<file path="src/hdl/pit_pkg.sv">
// Purpose: constants shared by the periodic interrupt timer design
// Assumes: one 100 MHz clock, APB register access, 32-bit data
// Notes:   offsets are word aligned byte addresses

package pit_pkg;
    // -----------------------------------------------------------------
    // register map
    // -----------------------------------------------------------------
    localparam int          ADDR_W  = 8;
    localparam logic [7:0]  OFS_CSR = 8'h00;
    localparam logic [7:0]  OFS_MOD = 8'h04;
    localparam logic [7:0]  OFS_CNT = 8'h08;

    // -----------------------------------------------------------------
    // control and status field positions
    // -----------------------------------------------------------------
    localparam int BIT_EN   = 0;
    localparam int BIT_RLD  = 1;
    localparam int BIT_FLAG = 2;
    localparam int BIT_IE   = 3;
    localparam int BIT_OVW  = 4;
    localparam int BIT_DBG  = 5;
    localparam int BIT_DOZE = 6;
    localparam int PRE_LO   = 8;
    localparam int PRE_W    = 4;
    localparam int CNT_W    = 16;

    // -----------------------------------------------------------------
    // reset and special values
    // -----------------------------------------------------------------
    localparam logic [15:0] RST_MOD  = 16'hffff;
    localparam logic [15:0] RST_PSC  = 16'hffff;
    localparam logic [15:0] RST_CNT  = 16'hffff;
    localparam logic [15:0] WRAP_VAL = 16'hffff;
    localparam logic [15:0] ZERO_VAL = 16'h0000;
    localparam logic [3:0]  RST_PRE  = 4'h0;
    // cycles from setup edge to pready
    localparam int          ANS_CYC  = 1;
endpackage

</file>
<file path="src/hdl/pit_counter.sv">
// Purpose: 16-bit down counter with reload or wrap at zero
// Assumes: tick comes from the prescaler, one clk wide
// Notes:   an immediate load beats a tick in the same cycle
`timescale 1ns/100ps
module pit_counter
    import pit_pkg::*;
(
    // clock and reset
    input  wire logic             clk,
    input  wire logic             rst_n,
    // control
    input  wire logic             tick,
    input  wire logic             ovwLoad,
    input  wire logic [CNT_W-1:0] ovwVal,
    input  wire logic             reloadSel,
    input  wire logic [CNT_W-1:0] modVal,
    // state out
    output logic [CNT_W-1:0]      count,
    output logic                  zeroHit,
    output logic                  loaded
);
    // a tick that finds zero is the timeout event
    assign zeroHit = tick && !ovwLoad && (count == ZERO_VAL);
    assign loaded  = ovwLoad || (zeroHit && reloadSel);

    always_ff @(posedge clk) begin
        if (!rst_n) begin
            count <= RST_CNT;
        end else if (ovwLoad) begin
            count <= ovwVal;
        end else if (zeroHit) begin
            count <= reloadSel ? modVal : WRAP_VAL;
        end else if (tick) begin
            count <= count - 16'h0001;
        end
    end
endmodule // pit_counter

</file>
<file path="src/hdl/pit_prescaler.sv">
// Purpose: power-of-two prescaler producing the counter tick
// Assumes: restart and run are synchronous to clk
// Notes:   tick is combinational, one clk wide
`timescale 1ns/100ps
module pit_prescaler
    import pit_pkg::*;
(
    // clock and reset
    input  wire logic             clk,
    input  wire logic             rst_n,
    // control
    input  wire logic             run,
    input  wire logic             restart,
    input  wire logic [PRE_W-1:0] pre,
    // tick out
    output logic                  tick
);
    logic [15:0] pscCount;
    logic [15:0] mask;

    // low pre bits all zero marks the end of a 2**pre period
    assign mask = (16'h0001 << pre) - 16'h0001;
    assign tick = run && ((pscCount & mask) == 16'h0000);

    // down counter; a restart wins over counting
    always_ff @(posedge clk) begin
        if (!rst_n) begin
            pscCount <= RST_PSC;
        end else if (restart) begin
            pscCount <= RST_PSC;
        end else if (run) begin
            pscCount <= pscCount - 16'h0001;
        end
    end

    chk_psc_restart: assert property (
        @(posedge clk) disable iff (!rst_n)
        restart |=> pscCount == RST_PSC)
        else $error("prescaler not restarted");
endmodule // pit_prescaler

</file>
<file path="src/hdl/pit_top.sv">
// Purpose: periodic interrupt timer with APB register access
// Assumes: dozeMode and debugMode are synchronous levels from the chip
// Notes:   no wait state on any APB transfer; irq is registered
`timescale 1ns/100ps
module pit_top
    import pit_pkg::*;
(
    // clock and reset
    input  wire logic              clk,
    input  wire logic              rst_n,
    // apb slave
    input  wire logic              psel,
    input  wire logic              penable,
    input  wire logic              pwrite,
    input  wire logic [ADDR_W-1:0] paddr,
    input  wire logic [31:0]       pwdata,
    output logic [31:0]            prdata,
    output logic                   pready,
    output logic                   pslverr,
    // chip low-power and debug states
    input  wire logic              dozeMode,
    input  wire logic              debugMode,
    // interrupt request
    output logic                   irq
);
    // -----------------------------------------------------------------
    // control state
    // -----------------------------------------------------------------
    logic [PRE_W-1:0] preSel;
    logic             dozeCtl;
    logic             dbgCtl;
    logic             ovwSel;
    logic             irqEn;
    logic             flag;
    logic             reloadSel;
    logic             timerEn;
    logic [CNT_W-1:0] modLatch;
    logic             next_flag;

    // -----------------------------------------------------------------
    // bus decode
    // -----------------------------------------------------------------
    logic        setup;
    logic        access;
    logic        wrCsr;
    logic        wrMod;
    logic        wrCnt;
    logic        mapped;
    logic [31:0] readMux;

    // counter side
    logic             run;
    logic             tick;
    logic             ovwLoad;
    logic             preWrite;
    logic             zeroHit;
    logic             loaded;
    logic [CNT_W-1:0] count;
    logic             flagW1c;

    // setup is the first cycle of a transfer, access the completing edge
    assign setup  = psel && !penable;
    assign access = psel && penable && pready;
    assign wrCsr  = access && pwrite && (paddr == OFS_CSR);
    assign wrMod  = access && pwrite && (paddr == OFS_MOD);
    // count register accepts writes and drops them
    assign wrCnt  = access && pwrite && (paddr == OFS_CNT);
    assign mapped = (paddr == OFS_CSR) || (paddr == OFS_MOD) || (paddr == OFS_CNT);

    // -----------------------------------------------------------------
    // read data selection
    // -----------------------------------------------------------------
    // reserved bits read as zero
    always_comb begin
        readMux = 32'h0000_0000;
        case (paddr)
            OFS_CSR: begin
                readMux[PRE_LO +: PRE_W] = preSel;
                readMux[BIT_DOZE]        = dozeCtl;
                readMux[BIT_DBG]         = dbgCtl;
                readMux[BIT_OVW]         = ovwSel;
                readMux[BIT_IE]          = irqEn;
                readMux[BIT_FLAG]        = flag;
                readMux[BIT_RLD]         = reloadSel;
                readMux[BIT_EN]          = timerEn;
            end
            OFS_MOD: begin
                readMux[CNT_W-1:0] = modLatch;
            end
            OFS_CNT: begin
                readMux[CNT_W-1:0] = count;
            end
            default: begin
                readMux = 32'h0000_0000;
            end
        endcase
    end

    // -----------------------------------------------------------------
    // apb answer
    // -----------------------------------------------------------------
    // data captured at setup so the outputs stay on flip-flops;
    // a read of the count is therefore one clock older than the end
    always_ff @(posedge clk) begin
        if (!rst_n) begin
            pready  <= 1'b0;
            pslverr <= 1'b0;
            prdata  <= 32'h0000_0000;
        end else if (setup) begin
            pready  <= 1'b1;
            pslverr <= !mapped;
            prdata  <= (pwrite || !mapped) ? 32'h0000_0000 : readMux;
        end else begin
            pready  <= 1'b0;
            pslverr <= 1'b0;
            prdata  <= 32'h0000_0000;
        end
    end

    // -----------------------------------------------------------------
    // control and status register
    // -----------------------------------------------------------------
    // writes go through in any chip mode, so debug edits persist
    always_ff @(posedge clk) begin
        if (!rst_n) begin
            preSel    <= RST_PRE;
            dozeCtl   <= 1'b0;
            dbgCtl    <= 1'b0;
            ovwSel    <= 1'b0;
            irqEn     <= 1'b0;
            reloadSel <= 1'b0;
            timerEn   <= 1'b0;
        end else if (wrCsr) begin
            preSel    <= pwdata[PRE_LO +: PRE_W];
            dozeCtl   <= pwdata[BIT_DOZE];
            dbgCtl    <= pwdata[BIT_DBG];
            ovwSel    <= pwdata[BIT_OVW];
            irqEn     <= pwdata[BIT_IE];
            reloadSel <= pwdata[BIT_RLD];
            timerEn   <= pwdata[BIT_EN];
        end
    end

    // -----------------------------------------------------------------
    // modulus latch
    // -----------------------------------------------------------------
    always_ff @(posedge clk) begin
        if (!rst_n) begin
            modLatch <= RST_MOD;
        end else if (wrMod) begin
            modLatch <= pwdata[CNT_W-1:0];
        end
    end

    // -----------------------------------------------------------------
    // timeout flag
    // -----------------------------------------------------------------
    // a zero hit in the clearing cycle wins so no timeout is lost
    assign flagW1c = wrCsr && pwdata[BIT_FLAG];
    always_comb begin
        next_flag = flag;
        if (zeroHit) begin
            next_flag = 1'b1;
        end else if (flagW1c || wrMod) begin
            next_flag = 1'b0;
        end
    end

    always_ff @(posedge clk) begin
        if (!rst_n) begin
            flag <= 1'b0;
        end else begin
            flag <= next_flag;
        end
    end

    // request follows flag and enable with one clock of delay
    always_ff @(posedge clk) begin
        if (!rst_n) begin
            irq <= 1'b0;
        end else begin
            irq <= flag && irqEn;
        end
    end

    // -----------------------------------------------------------------
    // run control and counting datapath
    // -----------------------------------------------------------------
    // freezing just withholds run, so all state resumes untouched
    assign run = timerEn
               && !(dozeCtl && dozeMode)
               && !(dbgCtl && debugMode);
    assign ovwLoad  = wrMod && ovwSel;
    assign preWrite = wrCsr && (pwdata[PRE_LO +: PRE_W] != preSel);

    pit_prescaler u_psc (
        .clk     (clk),
        .rst_n   (rst_n),
        .run     (run),
        .restart (preWrite || loaded),
        .pre     (preSel),
        .tick    (tick)
    );

    pit_counter u_cnt (
        .clk       (clk),
        .rst_n     (rst_n),
        .tick      (tick),
        .ovwLoad   (ovwLoad),
        .ovwVal    (pwdata[CNT_W-1:0]),
        .reloadSel (reloadSel),
        .modVal    (modLatch),
        .count     (count),
        .zeroHit   (zeroHit),
        .loaded    (loaded)
    );

    // -----------------------------------------------------------------
    // assertions
    // -----------------------------------------------------------------
    chk_doze_freeze: assert property (
        @(posedge clk) disable iff (!rst_n)
        (dozeCtl && dozeMode && !ovwLoad) |=> $stable(count))
        else $error("count moved in doze freeze");

    chk_debug_freeze: assert property (
        @(posedge clk) disable iff (!rst_n)
        (dbgCtl && debugMode && !ovwLoad) |=> $stable(count))
        else $error("count moved in debug freeze");

    chk_debug_restart: assert property (
        @(posedge clk) disable iff (!rst_n)
        (wrCsr && pwdata[BIT_EN] && !pwdata[BIT_DBG])
        |=> (run || (dozeCtl && dozeMode)))
        else $error("clearing debug bit did not start");

    chk_latched_mod: assert property (
        @(posedge clk) disable iff (!rst_n)
        (wrMod && !ovwSel && !tick) |=> $stable(count))
        else $error("modulus reached counter early");

    chk_ovw_load: assert property (
        @(posedge clk) disable iff (!rst_n)
        ovwLoad |=> count == $past(pwdata[CNT_W-1:0]))
        else $error("immediate load missed");

    chk_irq_gate: assert property (
        @(posedge clk) disable iff (!rst_n)
        !irqEn |=> !irq)
        else $error("irq raised while disabled");

    chk_flag_set: assert property (
        @(posedge clk) disable iff (!rst_n)
        zeroHit |=> flag)
        else $error("flag not set at zero");

    chk_flag_clear: assert property (
        @(posedge clk) disable iff (!rst_n)
        ((flagW1c || wrMod) && !zeroHit) |=> !flag)
        else $error("flag not cleared");

    chk_flag_keep: assert property (
        @(posedge clk) disable iff (!rst_n)
        (wrCsr && !pwdata[BIT_FLAG] && !wrMod && flag) |=> flag)
        else $error("writing zero cleared flag");

    chk_wrap: assert property (
        @(posedge clk) disable iff (!rst_n)
        (zeroHit && !reloadSel) |=> count == WRAP_VAL)
        else $error("no wrap to all ones");

    chk_reload: assert property (
        @(posedge clk) disable iff (!rst_n)
        (zeroHit && reloadSel) |=> count == $past(modLatch))
        else $error("no reload from modulus");

    chk_enable_stop: assert property (
        @(posedge clk) disable iff (!rst_n)
        (!timerEn && !ovwLoad) |=> $stable(count))
        else $error("count moved while disabled");

    chk_mod_read: assert property (
        @(posedge clk) disable iff (!rst_n)
        (setup && !pwrite && paddr == OFS_MOD)
        |=> prdata[CNT_W-1:0] == $past(modLatch))
        else $error("modulus read wrong");

    chk_mod_reset: assert property (
        @(posedge clk)
        !rst_n |=> modLatch == RST_MOD)
        else $error("modulus reset value wrong");

    chk_cnt_write: assert property (
        @(posedge clk) disable iff (!rst_n)
        (setup && pwrite && paddr == OFS_CNT) |=> (pready && !pslverr))
        else $error("count write not terminated");

    chk_div_one: assert property (
        @(posedge clk) disable iff (!rst_n)
        (run && preSel == 4'h0) |-> tick)
        else $error("divide by one lost a tick");

    chk_decrement: assert property (
        @(posedge clk) disable iff (!rst_n)
        (tick && !ovwLoad && count != ZERO_VAL)
        |=> count == $past(count) - 16'h0001)
        else $error("tick did not decrement");

    chk_irq_hold: assert property (
        @(posedge clk) disable iff (!rst_n)
        (flag && irqEn) [*2] |-> irq)
        else $error("irq dropped while flag set");

    cov_reload: cover property (
        @(posedge clk) disable iff (!rst_n)
        zeroHit && reloadSel);

    cov_wrap: cover property (
        @(posedge clk) disable iff (!rst_n)
        zeroHit && !reloadSel);

    cov_cnt_write: cover property (
        @(posedge clk) disable iff (!rst_n)
        wrCnt);

    cov_irq: cover property (
        @(posedge clk) disable iff (!rst_n)
        $rose(irq));

    cov_debug_freeze: cover property (
        @(posedge clk) disable iff (!rst_n)
        timerEn && dbgCtl && debugMode ##1 run);
endmodule // pit_top
</file>
<file path="config.mk">
export PLATFORM = sky130hd
export DESIGN_NAME = pit_top
export DESIGN_NICKNAME = d
export VERILOG_FILES = /design/src/hdl/pit_pkg.sv /design/src/hdl/pit_counter.sv /design/src/hdl/pit_prescaler.sv /design/src/hdl/pit_top.sv
export SDC_FILE = /design/constraint.sdc
export NUM_CORES = 1
export LEC_CHECK = 0
export BUFFER_PORTS_ARGS = -buffer_cell sky130_fd_sc_hd__clkbuf_2
export CAP_MARGIN = 20
export CORE_MARGIN = 2
export CORE_UTILIZATION = 60
export CTS_CLUSTER_SIZE = 8
export DETAILED_ROUTE_END_ITERATION = 8
export PLACE_DENSITY = 0.85
export RECOVER_POWER = 50
export SETUP_SLACK_MARGIN = 0.5
export SLEW_MARGIN = 10
export SYNTH_ARGS = -nofsm -noshare
export SYNTH_HDL_FRONTEND = slang
export SYNTH_SLANG_ARGS = --single-unit
</file>
<file path="constraint.sdc">
create_clock -name clk -period 7.5 [get_ports clk]
set_clock_uncertainty 0.05 [all_clocks]
set_input_delay 1.5 -clock clk [delete_from_list [all_inputs] [get_ports clk]]
set_output_delay 1.5 -clock clk [all_outputs]
set_load 0.005 [all_outputs]
</file>
# After elaboration in Yosys (flattened, before gate mapping)
# Index checks and enable logic that the tools add are counted.
# op_classes
add_sub_neg	3
n_eq_ne	3
shifts	1
muxes	11
bitwise	3
n_reduce_logical	37
# ops
cell	count
two-way mux 16 bit	4
subtractor 16 x 1 -> 16 bit (second input constant)	3
logical NOT 16 bit	2
case mux 7 bit (3 select lines)	1
logical AND 1 bit	18
bitwise AND 16 bit	1
left shift 1 x 4 -> 16 bit (first input constant)	1
case mux 4 bit (3 select lines)	1
== test 8 x 3 -> 1 bit (second input constant)	1
== test 8 x 4 -> 1 bit (second input constant)	1
logical NOT 8 bit	1
case mux 4 bit (2 select lines)	1
logical OR 1 bit	6
logical NOT 1 bit	5
!= test 4 bit	1
two-way mux 1 bit	3
nonzero test 3 bit	1
OR reduction 3 bit	1
NOT 1 bit	2
case mux 1 bit (2 select lines)	1
AND reduction 2 bit	1
nonzero test 2 bit	1
OR reduction 2 bit	1
# totals
reg_bits	94
inputBits	47
output_inout_bits	35
wordCells	74

# Depth between registers and ports, before layout
# depth
ltp_word	12
depth_mapped	12
ltp_nobuf	9

# By module
# Synthesis repeated with hierarchy kept, for this count alone.
# unflattened
cells_unflattened	504
hier_area_um2	4357.9
# modules_own_cells
mod	n_inst	cells_each	area_per_inst_um2	seq_area_each_um2
pit_top	1	229	2150.8	920.9
pit_counter	1	152	1167.4	320.3
pit_prescaler	1	123	1039.7	300.3

# Least setup slack after synthesis
# Ideal clock, no wire load.
# synth_timing
path_kind	input to register
from	input paddr[5]
to	register u_psc.pscCount[5]
setup_ns	0.059
t_arrival_ns	2.992
t_required_ns	7.391
path_slack_ns	4.399
stages	8
n_path_buf	2
path_cell_list	nor4_2 nand3_1 or3_1 clkbuf_1 o21ai_0 a31oi_4 buf_2 nand2_1
# synth_via
elab_chain_cells	10
elab_cells_between_ends	13
cone_classes	1 x eq/ne; 12 x reduce/logical
# synth_rtl
element	line_no	source
start, declared	pit_top.sv:15	input wire logic [ADDR_W-1:0] paddr,
== test 8 x 3 -> 1 bit	pit_top.sv:65	assign wrMod = access && pwrite && (paddr == OFS_MOD);
logical AND 1 bit	pit_top.sv:65	
logical AND 1 bit	pit_top.sv:193	assign ovwLoad = wrMod && ovwSel;
logical NOT 1 bit	pit_counter.sv:23	assign zeroHit = tick && !ovwLoad && (count == ZERO_VAL);
logical AND 1 bit (2 in series)	pit_counter.sv:23	
logical AND 1 bit	pit_counter.sv:24	assign loaded = ovwLoad || (zeroHit && reloadSel);
logical OR 1 bit	pit_counter.sv:24	
logical OR 1 bit *	pit_top.sv:200	.restart (preWrite || loaded),
OR reduction 2 bit (no source line) *	n/a	
end signal, assigned	pit_prescaler.sv:32	pscCount <= pscCount - 16'h0001;
end, declared	pit_prescaler.sv:18	logic [15:0] pscCount;
# Mark *: on every way between the ends. The rest lies on a longest branch, timed or not.
# A chain may end at the register's enable or synchronous reset.

# Final worst setup path
# layout_timing
from	input rst_n
to	register u_psc.pscCount[1]
# layout_via
elab_chain_cells	2
# layout_rtl
element	line_no	source
start, declared	pit_top.sv:10	input wire logic rst_n,
NOT 1 bit (no source line)	n/a	
OR reduction 2 bit (no source line)	n/a	
# No other way between the ends.

==> flow_summary_export.csv <==
group,metric,value,unit
sta,slew-limit-headroom,-0.4047,
worst_setup_path,cp-start-kind,"primary input",
worst_setup_path,crit_type,"in2reg",
min_path,whs_endpoint,"u_psc.pscCount[4]",
detailed_routing,highest_layer,"met4",
layout,final_nets,616,
logic_synthesis,ys_top_cells_by_area,"dfxtp_1 (35%), nand2_1 (6.3%), mux2i_1 (5.0%), nor2_1 (4.6%), buf_4 (3.4%)",
clocking,holdBufCountCts,0,
logic_synthesis,synth_top_area_frac,0.3522,
worst_setup_path,reg2reg_from,"preSel[3]",
sta,fin_ws,3.309,ns
flow_run,cap_violations,1,
grt,grt_pass1_vias,3671,
logic_synthesis,netlist_area,4377,µm²
worst_setup_path,r2r_slack,3.88,ns
clocking,post_cts_buffers,0,
clocking,insertion_delay,0.36,ns
placement,io_buffer_count,49,
power_and_ir_drop,seq_power_share,0.501,
layout,fill_cells,608,
grt,grt_max_degree,57,
min_path,hp-class,"reg2reg",
clocking,ctsResizeCount,0,
layout,drive_gt1_frac,0.1211,
clocking,cts_tree,"built",
outcome,violations,"max-capacitance violations, max-slew violations",
grt,grt_usage,0.2799,
min_path,min-delay-start,"u_psc.pscCount[4]",
sta,period_share,0.5588,
floorplan,rows,31,
logic_synthesis,synth-edff-count,0,
floorplan,pin_count,82,
placement,gp_congestion,0.9610,
floorplan,core,7176,µm²
logic_synthesis,synth.distinct_cells,65,
grt,antenna_found_initial,0,
worst_setup_path,crit_required,7.67,ns
sta,setup_viol,0,
floorplan,die_w,89.41,µm
clocking,cts_buffers,9,
placement,place_ws,3.659,ns
floorplan,initial_core_util,0.6099,
placement,place_inst,654,
grt,grt_pass1_wl,17520,µm
sta,fin_crit,4.191,ns
sta,rsz0062_at_grt,"no",
logic_synthesis,synth_async_sr_flop_share,0,
worst_setup_path,rr_worst_depth,9,
detailed_routing,drt-met1-wl,4510,µm
detailed_routing,dr_wl_met2,5231,µm
clocking,cts_max_level,3,
power_and_ir_drop,clkPwrFrac,0.448,
floorplan,die_y,89.41,µm
detailed_routing,wl_met3,814,µm
sta,finalHoldViolCount,0,
clocking,cts_root_buf,"clkbuf_8",
power_and_ir_drop,switching_share,0.2174,
power_and_ir_drop,leakagePower,1.938,nW
placement,hpwl,7232,µm
power_and_ir_drop,internal_power,638.6,µW
detailed_routing,postRouteAntennaNets,0,
layout,area_growth,8.548,%
worst_setup_path,cp.arrival,4.36,ns
logic_synthesis,synth_flop_cell,"dfxtp_1",
power_and_ir_drop,p_switching,177.4,µW
logic_synthesis,syn_inst,539,
detailed_routing,wl,10720,µm
sta,slew_viol_final,57,
power_and_ir_drop,ir_worst_vdd,0.1367,mV
clocking,clock-sinks,77,
clocking,clockBufferDepth,2,
detailed_routing,first_iter_violations,370,
power_and_ir_drop,p_per_area,171.8,nW/µm²
sta,tns,0,ns
logic_synthesis,yosysTopAreaCell,"dfxtp_1",
logic_synthesis,yosysSeqAreaShare,0.3522,
detailed_routing,dr.pass1.iters,5,
logic_synthesis,yosysMostFrequentCell,"dfxtp_1",
worst_setup_path,path_max_fanout,56,
sta,worst_pin_slew,2.107,ns
power_and_ir_drop,p_total,816.0,µW
detailed_routing,drc_errors,0,
detailed_routing,vias,4054,
sta,fmax,238.6,MHz
layout,final-instance-count-excl-fill,669,
logic_synthesis,ys_seq_elements,77,
layout,n_antenna_cell,0,
detailed_routing,avgViaCountPerCell,6.060,
min_path,hold_path_depth,2,
worst_setup_path,reg2reg_to,"u_cnt.count[8]",
worst_setup_path,end_kind,"flop",
logic_synthesis,synth_area_per_cell,8.120,µm²
clocking,cts.clk_slew.worst_paths,0.08,ns
grt,grt_overflow_total,0,
logic_synthesis,synthTopCellsByCount,"dfxtp_1 (77), nand2_1 (74), nor2_1 (54), nand3_1 (27), clkbuf_1 (25)",
power_and_ir_drop,combinationalPowerShare,0.051,
floorplan,die-area,7993,µm²
detailed_routing,routedWlPerCell,16.02,µm
logic_synthesis,yosys_warnings,0,
outcome,outcome,"finished, violations left",
layer usage:
metal,track usage,vias to the layer above
li1,-,1928
met1,0.3484,1906
met2,0.4754,203
met3,0.05817,17
met4,0.1058,0
met5,0,-
cells by family after synthesis:
kind of cell	share of synthesized area
AOI/OAI and AO/OA	0.1627
xor gates and xnor gates	0.05603
adders and majority gates	0.008577
buffers and inverters	0.07833
DFF	0.3522
muxes	0.05031
other	0.0008568
and+or+nand+nor	0.2910
final cells by class:
class	count	area [µm²]	share of cell area
Clock inverter	3	67.56	0.01422
Sequential cell	77	1541	0.3245
Timing Repair Buffer	54	262.8	0.05531
Clock buffer	12	165.2	0.03476
Tap cell	99	123.9	0.02607
Inverter	11	41.29	0.008691
Multi-Input combinational cell	413	2549	0.5365
power by group through the flow:
stage	sequential, mW	clock, mW	combinational [mW]
detailed placement	0.419	0	0.0403
floorplan	0.419	0	0.0303
CTS	0.409	0.365	0.0408
global route	0.409	0.382	0.0460
global placement	0.419	0	0.0396
finish	0.409	0.366	0.0413
worst max-delay path by stage:
| stage | startpoint | endpoint | slack, ns |
|---|---|---|---|
| 2_1_floorplan | paddr[5] | u_psc.pscCount[5] | 4.40 |
| 3_3_place_gp | paddr[3] | u_psc.pscCount[1] | 3.71 |
| 3_5_place_dp | paddr[3] | u_psc.pscCount[1] | 3.66 |
| 4_1_cts | paddr[3] | u_psc.pscCount[1] | 4.01 |
| 5_1_grt | rst_n | prdata[8] | 3.09 |
| 6_report | rst_n | u_psc.pscCount[1] | 3.31 |
cells in the final DEF (no fill, tap or decap), types with 13 or more instances in the layout:
cell type and instances:
dfxtp_1 77, nand2_1 74, nor2_1 54, clkbuf_2 36, nand3_1 27, mux2i_1 22
a21oi_1 19, nor3b_1 17, o21ai_0 16, conb_1 16, xor2_1 15, nor2b_1 13
xnor2_1 13, clkbuf_1 13
sequential cells by signal, summed over array words and instances (netlist names), 4 cells and up:
name,count
prdata,16
preSel,4
modLatch,16
u_cnt.count,16
u_psc.pscCount,15
through the flow:
stage / instance area [µm²] / utilization / hold slack, ns
floorplan: 4433 / - / 0.3883
global placement: 4538 / 0.6324 / 0.4000
detailed placement: 4538 / 0.6324 / 0.4211
CTS: 4771 / 0.6649 / 0.4397
global route: 4751 / 0.6621 / 0.4486
finish: 4751 / 0.6621 / 0.4380
worst max-delay path, stage by stage:
cell and delay (ns):
clkbuf_2 0.07, clkbuf_1 1.50, and2_1 0.45, o21ai_0 0.21, a31oi_4 0.44, o211ai_1 0.17
No activity file was read; power rests on OpenSTA's default activity.
